**src/pkg/port_cfg_pkg.sv**
```systemverilog
/*
 * port configuration package: register indices, byte addresses, field positions,
 * reset values, field masks and enumerations for the port clock, loopback and
 * polarity control bank.
 * assumes a 32-bit APB slave with one aligned word per register.
 */
`default_nettype none

package port_cfg_pkg;

	// ==========================================================
	// register indices and byte addresses
	localparam logic [11:0] IDX_CLOCK_TIMING   = 12'h044;
	localparam logic [11:0] IDX_LOOPBACK_ALARM = 12'h046;
	localparam logic [11:0] IDX_TX_POLARITY    = 12'h04a;
	localparam logic [11:0] ADDR_CLOCK_TIMING   = 12'(IDX_CLOCK_TIMING << 2);
	localparam logic [11:0] ADDR_LOOPBACK_ALARM = 12'(IDX_LOOPBACK_ALARM << 2);
	localparam logic [11:0] ADDR_TX_POLARITY    = 12'(IDX_TX_POLARITY << 2);

	// ==========================================================
	// reset values and writable masks
	localparam logic [15:0] RST_CLOCK_TIMING   = 16'h0000;
	localparam logic [15:0] RST_LOOPBACK_ALARM = 16'h0000;
	localparam logic [15:0] RST_TX_POLARITY    = 16'h0000;
	localparam logic [15:0] MASK_CLOCK_TIMING   = 16'h00ff;
	localparam logic [15:0] MASK_LOOPBACK_ALARM = 16'h07ff;
	localparam logic [15:0] MASK_TX_POLARITY    = 16'h17ff;

	// ==========================================================
	// clock and timing control fields
	localparam int POS_REF_SRC_HI = 7;
	localparam int POS_REF_SRC_LO = 6;
	localparam int POS_ONE_SEC    = 5;
	localparam int POS_LOOP_TIME  = 4;
	localparam int POS_RATE_CTL   = 3;
	localparam int POS_RX_FRM_TS  = 2;
	localparam int POS_TX_FRM_TS  = 1;
	localparam int POS_TX_LINE_TS = 0;

	// ==========================================================
	// loopback and alarm select fields
	localparam int POS_LOOP_HI = 10;
	localparam int POS_LOOP_LO = 8;
	localparam int POS_PIN2_HI = 7;
	localparam int POS_PIN2_LO = 4;
	localparam int POS_PIN1_HI = 3;
	localparam int POS_PIN1_LO = 0;

	// ==========================================================
	// polarity fields
	localparam int POS_INV_FRAME_OUT = 12;
	localparam int POS_INV_SERIAL    = 10;
	localparam int POS_INV_OH_FRAME  = 9;
	localparam int POS_INV_OH_EN     = 8;
	localparam int POS_INV_OH_DATA   = 7;
	localparam int POS_INV_OH_CLK    = 6;
	localparam int POS_INV_FRAME_IN  = 5;
	localparam int POS_INV_NEG       = 4;
	localparam int POS_INV_DATA      = 3;
	localparam int POS_INV_LINE_CLK  = 2;
	localparam int POS_INV_CLK_OUT   = 1;
	localparam int POS_INV_CLK_IN    = 0;

	// ==========================================================
	// alarm vector bit order and enumerations
	localparam int ALARM_W = 6;
	localparam int ALM_LOS  = 0;
	localparam int ALM_OOF  = 1;
	localparam int ALM_LOF  = 2;
	localparam int ALM_AIS  = 3;
	localparam int ALM_RAI  = 4;
	localparam int ALM_IDLE = 5;

	typedef enum logic [1:0] {
		TXSRC_CLOCK_IN   = 2'b00,
		TXSRC_RATE_ADAPT = 2'b01,
		TXSRC_RX_CLOCK   = 2'b11
	} tx_clk_src_t;

endpackage

`default_nettype wire

```
**src/alarm_pin_sel.sv**
```systemverilog
/*
 * one alarm pin: a four-bit code picks or combines alarms; enable gates the pin.
 * assumes alarm inputs synchronous to mclk.
 */
`default_nettype none

module alarm_pin_sel
	import port_cfg_pkg::*;
(
	input  wire logic               mclk,
	input  wire logic               rst,
	input  wire logic [3:0]         code,
	input  wire logic [ALARM_W-1:0] alarms,
	input  wire logic               out_enable,
	output logic                    pin_out,
	output logic                    pin_oe
);

	logic sel_d;

	// ==========================================================
	// code decode
	always_comb
	begin
		case (code)
			4'h0:    sel_d = alarms[ALM_LOS];
			4'h1:    sel_d = alarms[ALM_OOF];
			4'h2:    sel_d = alarms[ALM_LOF];
			4'h3:    sel_d = alarms[ALM_AIS];
			4'h4:    sel_d = alarms[ALM_RAI];
			4'h5:    sel_d = alarms[ALM_IDLE];
			4'hb,
			4'hd:    sel_d = alarms[ALM_LOS] | alarms[ALM_LOF] | alarms[ALM_AIS];
			4'he:    sel_d = alarms[ALM_RAI] | alarms[ALM_IDLE];
			4'hf:    sel_d = |alarms;
			default: sel_d = 1'b0;
		endcase
	end

	// ==========================================================
	// pin drive
	always_ff @(posedge mclk or posedge rst)
	begin
		if (rst)
		begin
			pin_out <= 1'b0;
			pin_oe  <= 1'b0;
		end
		else
		begin
			pin_out <= sel_d & out_enable;
			pin_oe  <= out_enable;
		end
	end

endmodule

`default_nettype wire

```
**src/port_clock_loop_polarity_ctl.sv**
```systemverilog
/*
 * port clock, loopback and polarity control bank: three 16-bit registers on
 * APB steering the 8 kHz reference muxes, transmit clock source, timing
 * selects, loopback decode, two alarm pins and transmit pin inversion.
 * assumes all pin and alarm inputs synchronous to mclk; zero-wait APB slave.
 */
//
// Contract
// reference source 10 receive, 11 transmit clock; code selects tx_framer_8k for 11, not a clock
// one-second reference global or port source
// loop timing transmits on receive clock
// rate-adapter clock used unless control bit set
// receive framer timing output or input clocks
// transmit framer timing output or input clocks
// transmit line timing output or input clocks
// loopback field decodes four loopback enables
// upper alarm code drives pin two
// lower alarm code drives pin one
// alarm codes select or combine alarms
// invert serial, frame-start out and in
// invert overhead frame, enable, data, clock
// invert negative, data and line clock
// invert clock output and clock input
// reserved bits read zero, writes ignored
`default_nettype none

module port_clock_loop_polarity_ctl
	import port_cfg_pkg::*;
#(
	parameter int ADDR_W = 12
)
(
	input  wire logic               mclk,
	input  wire logic               rst,
	// apb slave
	input  wire logic [ADDR_W-1:0]  paddr,
	input  wire logic               psel,
	input  wire logic               penable,
	input  wire logic               pwrite,
	input  wire logic [31:0]        pwdata,
	input  wire logic [3:0]         pstrb,
	output logic [31:0]             prdata,
	output logic                    pready,
	output logic                    pslverr,
	// 8 kHz references
	input  wire logic               global_8k_ref,
	input  wire logic               rx_framer_8k,
	input  wire logic               tx_framer_8k,
	output logic                    port_8k_ref,
	output logic                    one_sec_8k_ref,
	// transmit clock selection
	input  wire logic               rx_line_clock_pin,
	input  wire logic               rate_adapter_clk,
	output logic [1:0]              tx_clk_src,
	output logic                    tx_clk,
	// timing reference selects
	output logic                    rx_framer_timing_sel,
	output logic                    tx_framer_timing_sel,
	output logic                    tx_line_timing_sel,
	// loopback enables
	output logic                    analog_loopback,
	output logic                    line_loopback,
	output logic                    payload_loopback,
	output logic                    diagnostic_loopback,
	// alarm pins
	input  wire logic [ALARM_W-1:0] alarm_status,
	input  wire logic               pin_one_global_en,
	input  wire logic               pin_two_global_en,
	input  wire logic               pin_two_ctrl_en,
	output logic                    general_pin_one,
	output logic                    general_pin_one_oe,
	output logic                    general_pin_two,
	output logic                    general_pin_two_oe,
	// transmit pins driven out: core side in, pin side out
	input  wire logic               tx_serial_core,
	input  wire logic               tx_frame_start_out_core,
	input  wire logic               tx_negative_line_core,
	input  wire logic               tx_line_data_core,
	input  wire logic               tx_line_clock_core,
	input  wire logic               tx_clock_output_core,
	input  wire logic               tx_overhead_frame_core,
	input  wire logic               tx_overhead_enable_core,
	input  wire logic               tx_overhead_clock_core,
	output logic                    tx_serial_data_pin,
	output logic                    tx_frame_start_out_pin,
	output logic                    tx_negative_line_pin,
	output logic                    tx_line_data_pin,
	output logic                    tx_line_clock_pin,
	output logic                    tx_clock_output_pin,
	output logic                    tx_overhead_frame_pin,
	output logic                    tx_overhead_enable_pin,
	output logic                    tx_overhead_clock_pin,
	// transmit pins sampled in: pin side in, core side out
	input  wire logic               tx_frame_start_in_pin,
	input  wire logic               tx_overhead_data_pin,
	input  wire logic               tx_clock_input_pin,
	output logic                    tx_frame_start_in_core,
	output logic                    tx_overhead_data_core,
	output logic                    tx_clock_input_core
);

	// ==========================================================
	// elaboration check
	if (ADDR_W < 10 || ADDR_W > 32)
	begin : g_bad_addr_w
		$error("ADDR_W must lie between 10 and 32");
	end

	// ==========================================================
	// apb decode
	logic [15:0] clock_timing_q;
	logic [15:0] loopback_alarm_q;
	logic [15:0] polarity_q;
	logic [11:0] word_addr;
	logic        hit_clock;
	logic        hit_loop;
	logic        hit_pol;
	logic        mapped;
	logic        wr_en;
	logic [15:0] lane_mask;

	assign word_addr = {{(12 - 9){1'b0}}, paddr[8:0]};
	assign hit_clock = (word_addr == ADDR_CLOCK_TIMING) && (paddr[ADDR_W-1:9] == '0);
	assign hit_loop  = (word_addr == ADDR_LOOPBACK_ALARM) && (paddr[ADDR_W-1:9] == '0);
	assign hit_pol   = (word_addr == ADDR_TX_POLARITY) && (paddr[ADDR_W-1:9] == '0);
	assign mapped    = hit_clock | hit_loop | hit_pol;
	assign wr_en     = psel & penable & pwrite & mapped;
	assign lane_mask = {{8{pstrb[1]}}, {8{pstrb[0]}}};
	assign pready    = 1'b1;
	assign pslverr   = psel & penable & ~mapped;

	always_comb
	begin
		prdata = 32'h0000_0000;
		if (psel & ~pwrite)
		begin
			if (hit_clock)
				prdata = {16'h0000, clock_timing_q};
			else if (hit_loop)
				prdata = {16'h0000, loopback_alarm_q};
			else if (hit_pol)
				prdata = {16'h0000, polarity_q};
		end
	end

	// ==========================================================
	// register storage; unwritable bits stay zero
	always_ff @(posedge mclk or posedge rst)
	begin
		if (rst)
			clock_timing_q <= RST_CLOCK_TIMING;
		else if (wr_en && hit_clock)
			clock_timing_q <= (clock_timing_q & ~lane_mask)
				| (pwdata[15:0] & lane_mask & MASK_CLOCK_TIMING);
	end

	always_ff @(posedge mclk or posedge rst)
	begin
		if (rst)
			loopback_alarm_q <= RST_LOOPBACK_ALARM;
		else if (wr_en && hit_loop)
			loopback_alarm_q <= (loopback_alarm_q & ~lane_mask)
				| (pwdata[15:0] & lane_mask & MASK_LOOPBACK_ALARM);
	end

	always_ff @(posedge mclk or posedge rst)
	begin
		if (rst)
			polarity_q <= RST_TX_POLARITY;
		else if (wr_en && hit_pol)
			polarity_q <= (polarity_q & ~lane_mask)
				| (pwdata[15:0] & lane_mask & MASK_TX_POLARITY);
	end

	// ==========================================================
	// field views
	logic [1:0] port_ref_source_sel;
	logic       one_sec_ref_sel;
	logic       loop_timing_en;
	logic       rate_adapter_tx_clk_ctl;
	logic [2:0] loopback_mode_sel;
	logic [3:0] pin_one_alarm_sel;
	logic [3:0] pin_two_alarm_sel;

	assign port_ref_source_sel     = clock_timing_q[POS_REF_SRC_HI:POS_REF_SRC_LO];
	assign one_sec_ref_sel         = clock_timing_q[POS_ONE_SEC];
	assign loop_timing_en          = clock_timing_q[POS_LOOP_TIME];
	assign rate_adapter_tx_clk_ctl = clock_timing_q[POS_RATE_CTL];
	assign loopback_mode_sel       = loopback_alarm_q[POS_LOOP_HI:POS_LOOP_LO];
	assign pin_two_alarm_sel       = loopback_alarm_q[POS_PIN2_HI:POS_PIN2_LO];
	assign pin_one_alarm_sel       = loopback_alarm_q[POS_PIN1_HI:POS_PIN1_LO];

	// ==========================================================
	// 8 kHz reference selection
	logic port_ref_d;

	always_comb
	begin
		case (port_ref_source_sel)
			2'b10:   port_ref_d = rx_framer_8k;
			2'b11:   port_ref_d = tx_framer_8k;
			default: port_ref_d = 1'b0;           // undefined codes hold low
		endcase
	end

	always_ff @(posedge mclk or posedge rst)
	begin
		if (rst)
		begin
			port_8k_ref    <= 1'b0;
			one_sec_8k_ref <= 1'b0;
		end
		else
		begin
			port_8k_ref    <= port_ref_d;
			one_sec_8k_ref <= one_sec_ref_sel ? port_ref_d : global_8k_ref;
		end
	end

	// ==========================================================
	// loopback decode
	logic alb_d;
	logic llb_d;
	logic plb_d;
	logic dlb_d;

	always_comb
	begin
		alb_d = 1'b0;
		llb_d = 1'b0;
		plb_d = 1'b0;
		dlb_d = 1'b0;
		case (loopback_mode_sel)
			3'b000:  ;
			3'b001:  alb_d = 1'b1;
			3'b010:  llb_d = 1'b1;
			3'b011:  plb_d = 1'b1;
			3'b110:
			begin
				llb_d = 1'b1;
				dlb_d = 1'b1;
			end
			default: dlb_d = 1'b1;
		endcase
	end

	always_ff @(posedge mclk or posedge rst)
	begin
		if (rst)
		begin
			analog_loopback     <= 1'b0;
			line_loopback       <= 1'b0;
			payload_loopback    <= 1'b0;
			diagnostic_loopback <= 1'b0;
		end
		else
		begin
			analog_loopback     <= alb_d;
			line_loopback       <= llb_d;
			payload_loopback    <= plb_d;
			diagnostic_loopback <= dlb_d;
		end
	end

	// ==========================================================
	// transmit clock source
	tx_clk_src_t src_d;
	logic        clk_in_core_d;

	assign clk_in_core_d = tx_clock_input_pin ^ polarity_q[POS_INV_CLK_IN];

	always_comb
	begin
		if (loop_timing_en)
			src_d = TXSRC_RX_CLOCK;
		else if (!rate_adapter_tx_clk_ctl)
			src_d = TXSRC_RATE_ADAPT;
		else if (alb_d | llb_d | plb_d | dlb_d)
			src_d = TXSRC_RX_CLOCK;
		else
			src_d = TXSRC_CLOCK_IN;
	end

	always_ff @(posedge mclk or posedge rst)
	begin
		if (rst)
		begin
			tx_clk_src <= TXSRC_RATE_ADAPT;
			tx_clk     <= 1'b0;
		end
		else
		begin
			tx_clk_src <= src_d;
			case (src_d)
				TXSRC_RX_CLOCK:   tx_clk <= rx_line_clock_pin;
				TXSRC_RATE_ADAPT: tx_clk <= rate_adapter_clk;
				TXSRC_CLOCK_IN:   tx_clk <= clk_in_core_d;
				default:          tx_clk <= 1'b0;
			endcase
		end
	end

	// ==========================================================
	// timing reference selects
	always_ff @(posedge mclk or posedge rst)
	begin
		if (rst)
		begin
			rx_framer_timing_sel <= 1'b0;
			tx_framer_timing_sel <= 1'b0;
			tx_line_timing_sel   <= 1'b0;
		end
		else
		begin
			rx_framer_timing_sel <= clock_timing_q[POS_RX_FRM_TS];
			tx_framer_timing_sel <= clock_timing_q[POS_TX_FRM_TS];
			tx_line_timing_sel   <= clock_timing_q[POS_TX_LINE_TS];
		end
	end

	// ==========================================================
	// alarm pins
	logic [1:0]  pin_en;
	logic [7:0]  pin_codes;
	logic [1:0]  pin_val;
	logic [1:0]  pin_oe;

	assign pin_en    = {pin_two_global_en & pin_two_ctrl_en, pin_one_global_en};
	assign pin_codes = {pin_two_alarm_sel, pin_one_alarm_sel};

	for (genvar i = 0; i < 2; i++)
	begin : g_alarm_pin
		alarm_pin_sel u_sel (
			.mclk       (mclk),
			.rst        (rst),
			.code       (pin_codes[4*i +: 4]),
			.alarms     (alarm_status),
			.out_enable (pin_en[i]),
			.pin_out    (pin_val[i]),
			.pin_oe     (pin_oe[i])
		);
	end

	assign general_pin_one    = pin_val[0];
	assign general_pin_one_oe = pin_oe[0];
	assign general_pin_two    = pin_val[1];
	assign general_pin_two_oe = pin_oe[1];

	// ==========================================================
	// pin polarity
	always_ff @(posedge mclk or posedge rst)
	begin
		if (rst)
		begin
			tx_serial_data_pin     <= 1'b0;
			tx_frame_start_out_pin <= 1'b0;
			tx_frame_start_in_core <= 1'b0;
			tx_overhead_frame_pin  <= 1'b0;
			tx_overhead_enable_pin <= 1'b0;
			tx_overhead_data_core  <= 1'b0;
			tx_overhead_clock_pin  <= 1'b0;
			tx_negative_line_pin   <= 1'b0;
			tx_line_data_pin       <= 1'b0;
			tx_line_clock_pin      <= 1'b0;
			tx_clock_output_pin    <= 1'b0;
			tx_clock_input_core    <= 1'b0;
		end
		else
		begin
			tx_serial_data_pin     <= tx_serial_core ^ polarity_q[POS_INV_SERIAL];
			tx_frame_start_out_pin <= tx_frame_start_out_core ^ polarity_q[POS_INV_FRAME_OUT];
			tx_frame_start_in_core <= tx_frame_start_in_pin ^ polarity_q[POS_INV_FRAME_IN];
			tx_overhead_frame_pin  <= tx_overhead_frame_core ^ polarity_q[POS_INV_OH_FRAME];
			tx_overhead_enable_pin <= tx_overhead_enable_core ^ polarity_q[POS_INV_OH_EN];
			tx_overhead_data_core  <= tx_overhead_data_pin ^ polarity_q[POS_INV_OH_DATA];
			tx_overhead_clock_pin  <= tx_overhead_clock_core ^ polarity_q[POS_INV_OH_CLK];
			tx_negative_line_pin   <= tx_negative_line_core ^ polarity_q[POS_INV_NEG];
			tx_line_data_pin       <= tx_line_data_core ^ polarity_q[POS_INV_DATA];
			tx_line_clock_pin      <= tx_line_clock_core ^ polarity_q[POS_INV_LINE_CLK];
			tx_clock_output_pin    <= tx_clock_output_core ^ polarity_q[POS_INV_CLK_OUT];
			tx_clock_input_core    <= clk_in_core_d;
		end
	end

endmodule

`default_nettype wire
```
**config.mk**
```make
export PLATFORM = sky130hd
export DESIGN_NAME = port_clock_loop_polarity_ctl
export DESIGN_NICKNAME = d
export VERILOG_FILES = /design/src/pkg/port_cfg_pkg.sv /design/src/alarm_pin_sel.sv /design/src/port_clock_loop_polarity_ctl.sv
export SDC_FILE = /design/constraint.sdc
export NUM_CORES = 1
export LEC_CHECK = 0
export BUFFER_PORTS_ARGS = -buffer_cell sky130_fd_sc_hd__buf_2
export CAP_MARGIN = 20
export CORE_UTILIZATION = 30
export DETAILED_ROUTE_END_ITERATION = 6
export GPL_ROUTABILITY_DRIVEN = 1
export GPL_TIMING_DRIVEN = 0
export HOLD_SLACK_MARGIN = 0.05
export PLACE_DENSITY = 0.52
export SYNTH_ARGS = -nofsm -noshare
export SYNTH_HDL_FRONTEND = slang
export SYNTH_SLANG_ARGS = --single-unit
```
**constraint.sdc**
```tcl
create_clock -name mclk -period 1.9 [get_ports mclk]
set_input_delay 0.095 -clock mclk [delete_from_list [all_inputs] [get_ports mclk]]
set_output_delay 0.095 -clock mclk [all_outputs]
set_load 0.01 [all_outputs]
```
# Word-level counts from Yosys, hierarchy flattened
# Index checks and enable logic that the tools add are counted.
# W data, S select, Z words.
[word_totals]
regBits = 76
out_inout_bits = 62
word_cells = 129
[classes]
n_eq_ne = 29
mux = 16
bitwise = 38
reduce_logical = 16
[ops]
columns = ["op", "count"]
rows = [
  ["$mux W32", 2],
  ["$and A16 B16 Y16", 3],
  ["$eq A4 B4 Y1 const B", 8],
  ["$mux W16", 2],
  ["$eq A9 B9 Y1 const B", 3],
  ["$pmux W1 S9", 2],
  ["$eq A4 B2 Y1 const B", 4],
  ["$eq A4 B3 Y1 const B", 4],
  ["$not A16 Y16", 1],
  ["$or A16 B11 Y16", 1],
  ["$or A16 B13 Y16", 1],
  ["$or A16 B8 Y16", 1],
  ["$and A13 B13 Y13", 1],
  ["$xor A1 B1 Y1", 12],
  ["$and A1 B1 Y1", 8],
  ["$eq A4 B1 Y1 const B", 2],
  ["$logic_not A4 Y1", 2],
  ["$or A1 B1 Y1", 8],
  ["$eq A2 B2 Y1 const B", 3],
  ["$eq A3 B2 Y1 const B", 2],
  ["$logic_and A1 B1 Y1", 6],
  ["$logic_not A3 Y1", 2],
  ["$mux W2", 3],
  ["$reduce_or A2 Y1", 3],
  ["other kinds (10)", 15],
]

# Logic depth before layout (Yosys ltp)
[logic_depth]
depth_word = 11
mapped_depth = 6
mapped_depth_nobuf = 4

# By module
# Synthesis repeated with hierarchy kept, for this count alone.
[hier_totals]
hier_cells = 302
area_unflattened_um2 = 3519.6
[modules_own_cells]
columns = ["mod", "instances", "cells_per_inst", "area_per_inst_um2"]
rows = [
  ["port_clock_loop_polarity_ctl", 1, 264, 3204.3],
  ["alarm_pin_sel", 2, 19, 157.7],
]

# Worst setup path after synthesis
# No wires, ideal clock.
[synth_timing]
path_kind = "input-to-output"
start = "in paddr[7]"
end = "out prdata[10]"
arrival_time_ns = 1.394
t_required_ns = 1.805
path_slack_ns = 0.411
path_stages = 5
path_buffers = 1
cell_sequence = "nor3b_2 nand4b_1 a2111oi_4 buf_6 o211a_1"
[synth_via]
elab_chain_cells = 6
elab_cells_between_ends = 10
[synth_lines]
columns = ["element", "line", "rtl"]
rows = [
  ["start: declaration", "port_clock_loop_polarity_ctl.sv:36", "input wire logic [ADDR_W-1:0] paddr,"],
  ["$eq A9 B9 Y1", "port_clock_loop_polarity_ctl.sv:125", "assign hit_pol = (word_addr == ADDR_TX_POLARITY) && (paddr[ADDR_W-1:9] == '0);"],
  ["$logic_and A1 B1 Y1", "port_clock_loop_polarity_ctl.sv:125", ""],
  ["$mux W16", "port_clock_loop_polarity_ctl.sv:141", "else if (hit_pol)"],
  ["$mux W16", "port_clock_loop_polarity_ctl.sv:139", "else if (hit_loop)"],
  ["$mux W32 (*)", "port_clock_loop_polarity_ctl.sv:137", "if (hit_clock)"],
  ["$mux W32 (*)", "port_clock_loop_polarity_ctl.sv:135", "if (psel & ~pwrite)"],
  ["end: declaration", "port_clock_loop_polarity_ctl.sv:42", "output logic [31:0] prdata,"],
]
# Every way passes the cells marked *; elsewhere a longest branch is shown, timed or not.

# Worst setup path after layout
[layout_timing]
start = "in paddr[7]"
end = "out prdata[6]"
# The elaborated chain is that of the path after synthesis.

==> impl_metrics.tcl <==
set metrics [dict create \
    run_status "completed" \
    crit_fanout 10 \
    synth_cell_types 44 \
    area.growth.synth_to_final_pct 41.11 \
    row_count 39 \
    crit_chain "buf_2 > nor3b_4 > nand2_2 > a2111oi_4 > buf_4 > buf_6 > o211a_1 > buf_2" \
    max_stage_delay_ns 0.37 \
    drive_gt1_frac 0.4191 \
    design_area_um2 5016 \
    syn_area_um2 3555 \
    maxCapViolations 0 \
    max_slew.worst_pin.slew_ns 0.7471 \
    die_y_um 110.9 \
    fmax_mhz 569.9 \
    cp_common_cell "buf_2" \
    fin_ws_ns 0.1453 \
    yosysTopAreaCellShare 0.5280 \
    grt_max_degree 35 \
    die_w_um 110.9 \
    grt-ovfl-total 0 \
    cts_buffer_depth 2 \
    grt_usage 0.1548 \
    post_drt_wl_per_cell_um 14.93 \
    setup_viol 0 \
    arrival_ns 1.66 \
    cts-root-buf "clkbuf_16" \
    synth_edf_count 0 \
    clk_latency_ns 0.33 \
    dieArea_um2 12290 \
    period_needed_ns 1.755 \
    core_area_um2 11470 \
    dp_cells 543 \
    hpwl_um 6232 \
    netlist_instances 282 \
    reg2reg_slack_ns 0.29 \
    cp_slowest_cell "a2111oi_4" \
    skew_ns 0.005728 \
    synth_ff_type "dfrtp_1" \
    cts_htree_levels 3 \
    drt-total-wl_um 8869 \
    drc_errors 0 \
    cts.sinks 76 \
    reg2regPathDepth 5 \
    yosysSeqAreaShare 0.5354 \
    clk_pin_slew_ns 0.06 \
    crit_required_ns 1.80 \
    yosysMostFrequentCell "dfrtp_1" \
    slew_headroom 0.5019 \
    crit_type "in2out" \
    powerDensity_nw_per_um2 740.7 \
    finalNetCount 526 \
    hold_violations 0 \
    async_reset_ff_frac 1.000 \
    place_area_um2 4339 \
    antenna_found_initial 0 \
    worst_hold_path.endpoint "tx_clk" \
    gp_congestion 0.7294 \
    grt_pass1_wl_um 14510 \
    min_from "rate_adapter_clk" \
    synth-seq-cells 76 \
    portBuffers 101 \
    holdWs_ns 0.05907 \
    drt_iter0_markers 119 \
    grt_pass1_vias 2773 \
    worstSetupStartpoint "paddr[7]" \
    tritoncts "yes" \
    vias_per_cell 4.508 \
    min_path_type "in2reg" \
    worstReg2RegEnd "g_alarm_pin[0].u_sel.pin_out" \
    instances_no_fill 594 \
    pin_count 141 \
    n_antenna_cell 0 \
    synth_common_cells "dfrtp_1, mux2_2, nand2_1" \
    start_util 0.3100 \
    post-place-ws_ns -0.1504 \
    slew_violations 0 \
    grt_setup_unrepaired "no" \
    ys_warn_count 0 \
    whs_path_depth 3 \
    avgSynthCellArea_um2 12.61 \
    p_leak_nw 2.715 \
    tns_ns 0 \
    critPathTopFamily "buffers and inverters" \
    yosysTopAreaCell "dfrtp_1" \
    via_count 2678 \
    cts_buffers 9 \
    synthTopCellsByArea "dfrtp_1, mux2_2, mux2i_1, o211a_1, buf_4" \
    fin_crit_sh 0.9235 \
    ant_nets 0 \
    drt-pass1-iter-count 4 \
    crit_buf_inv 4 \
    cp-end-kind "output pin" \
    ir_worst_vdd_v 0.0003539 \
    cp-start-kind "input pin" \
]
## cells in the final DEF, fill, tap and decap left out, drive strengths merged, types with 3 or more instances in the layout
cell | synthesis | final
buf | 21 | 130
dfrtp | 75 | 75
mux2 | 33 | 33
dlygate4sd3 | 0 | 30
nand2 | 24 | 24
mux2i | 19 | 19
clkbuf | 7 | 19
conb | 2 | 17
o211a | 16 | 16
nor2b | 13 | 13
xor2 | 12 | 12
and2 | 9 | 9
a21oi | 5 | 5
nor3 | 5 | 5
nand3 | 4 | 4
nand3b | 3 | 3
nor2 | 3 | 3
o21ai | 3 | 3
o211ai | 3 | 3
inv | 3 | 3
nor3b | 3 | 3
a2111oi | 3 | 3
## timing repair
item,4_1_cts,5_1_grt
endpoints found under the hold margin,63,0
setup buffers,3,3
resized for setup,3,6
pin swaps,1,1
hold buffers,30,0
setup endpoints to repair,16,16
## tightest hold or removal path, stage by stage
cell and delay (ns):
buf_2 0.08, a21oi_1 0.05, o21ai_0 0.13
## how the worst max path moves through the flow
stage,end,slack (ns),depth (start not counted)
final,prdata[6],0.15,8
after global routing,g_alarm_pin[0].u_sel.pin_out,0.002,5
after CTS,prdata[8],0.03,8
after detailed placement,prdata[8],-0.15,7
after global placement,prdata[5],-0.12,7
after floorplan,prdata[10],0.41,5
## power breakdown
group	switching (mW)	total [mW]	internal (mW)
logic	0.143	0.297	0.154
clock network	0.656	1.78	1.12
registers	0.00472	1.64	1.64
## area by class of cell
| type | count | area, um2 |
|---|---|---|
| buffer | 28 | 187.7 |
| clock buffer | 12 | 266.5 |
| clock inverter | 3 | 43.79 |
| fill | 1096 | 6451 |
| inverter | 3 | 15.01 |
| multi-input combinational | 190 | 1530 |
| sequential | 76 | 1903 |
| tap | 143 | 178.9 |
| timing repair buffer | 139 | 890.9 |
## through the flow
step / utilization / power [mW]
6_report: 0.4374 / 3.715
4_1_cts: 0.4339 / 3.773
3_3_place_gp: 0.3749 / 1.906
5_1_grt: 0.4374 / 3.863
2_1_floorplan: - / 1.795
3_5_place_dp: 0.3784 / 1.921
## kinds of logic (layout without fill, tap and decap cells)
| family | count (synthesis) | count (layout) | synth area share |
|---|---|---|---|
| simple gates | 73 | 73 | 0.1306 |
| flops | 76 | 76 | 0.5354 |
| other cells | 2 | 17 | 0.002113 |
| buf+inv | 31 | 185 | 0.05420 |
| mux | 52 | 52 | 0.1580 |
| compound gates | 36 | 36 | 0.09011 |
| xor+xnor | 12 | 12 | 0.02957 |
## metal layers
metal  vias up  track usage  part of all wire
met3         8      0.03554             0.049
li1       1301            -                 -
met1      1278       0.2036              0.46
met5         -            0                 0
met2        91       0.2447              0.47
met4         0      0.06489             0.015
(Power assumes the default switching activity.)
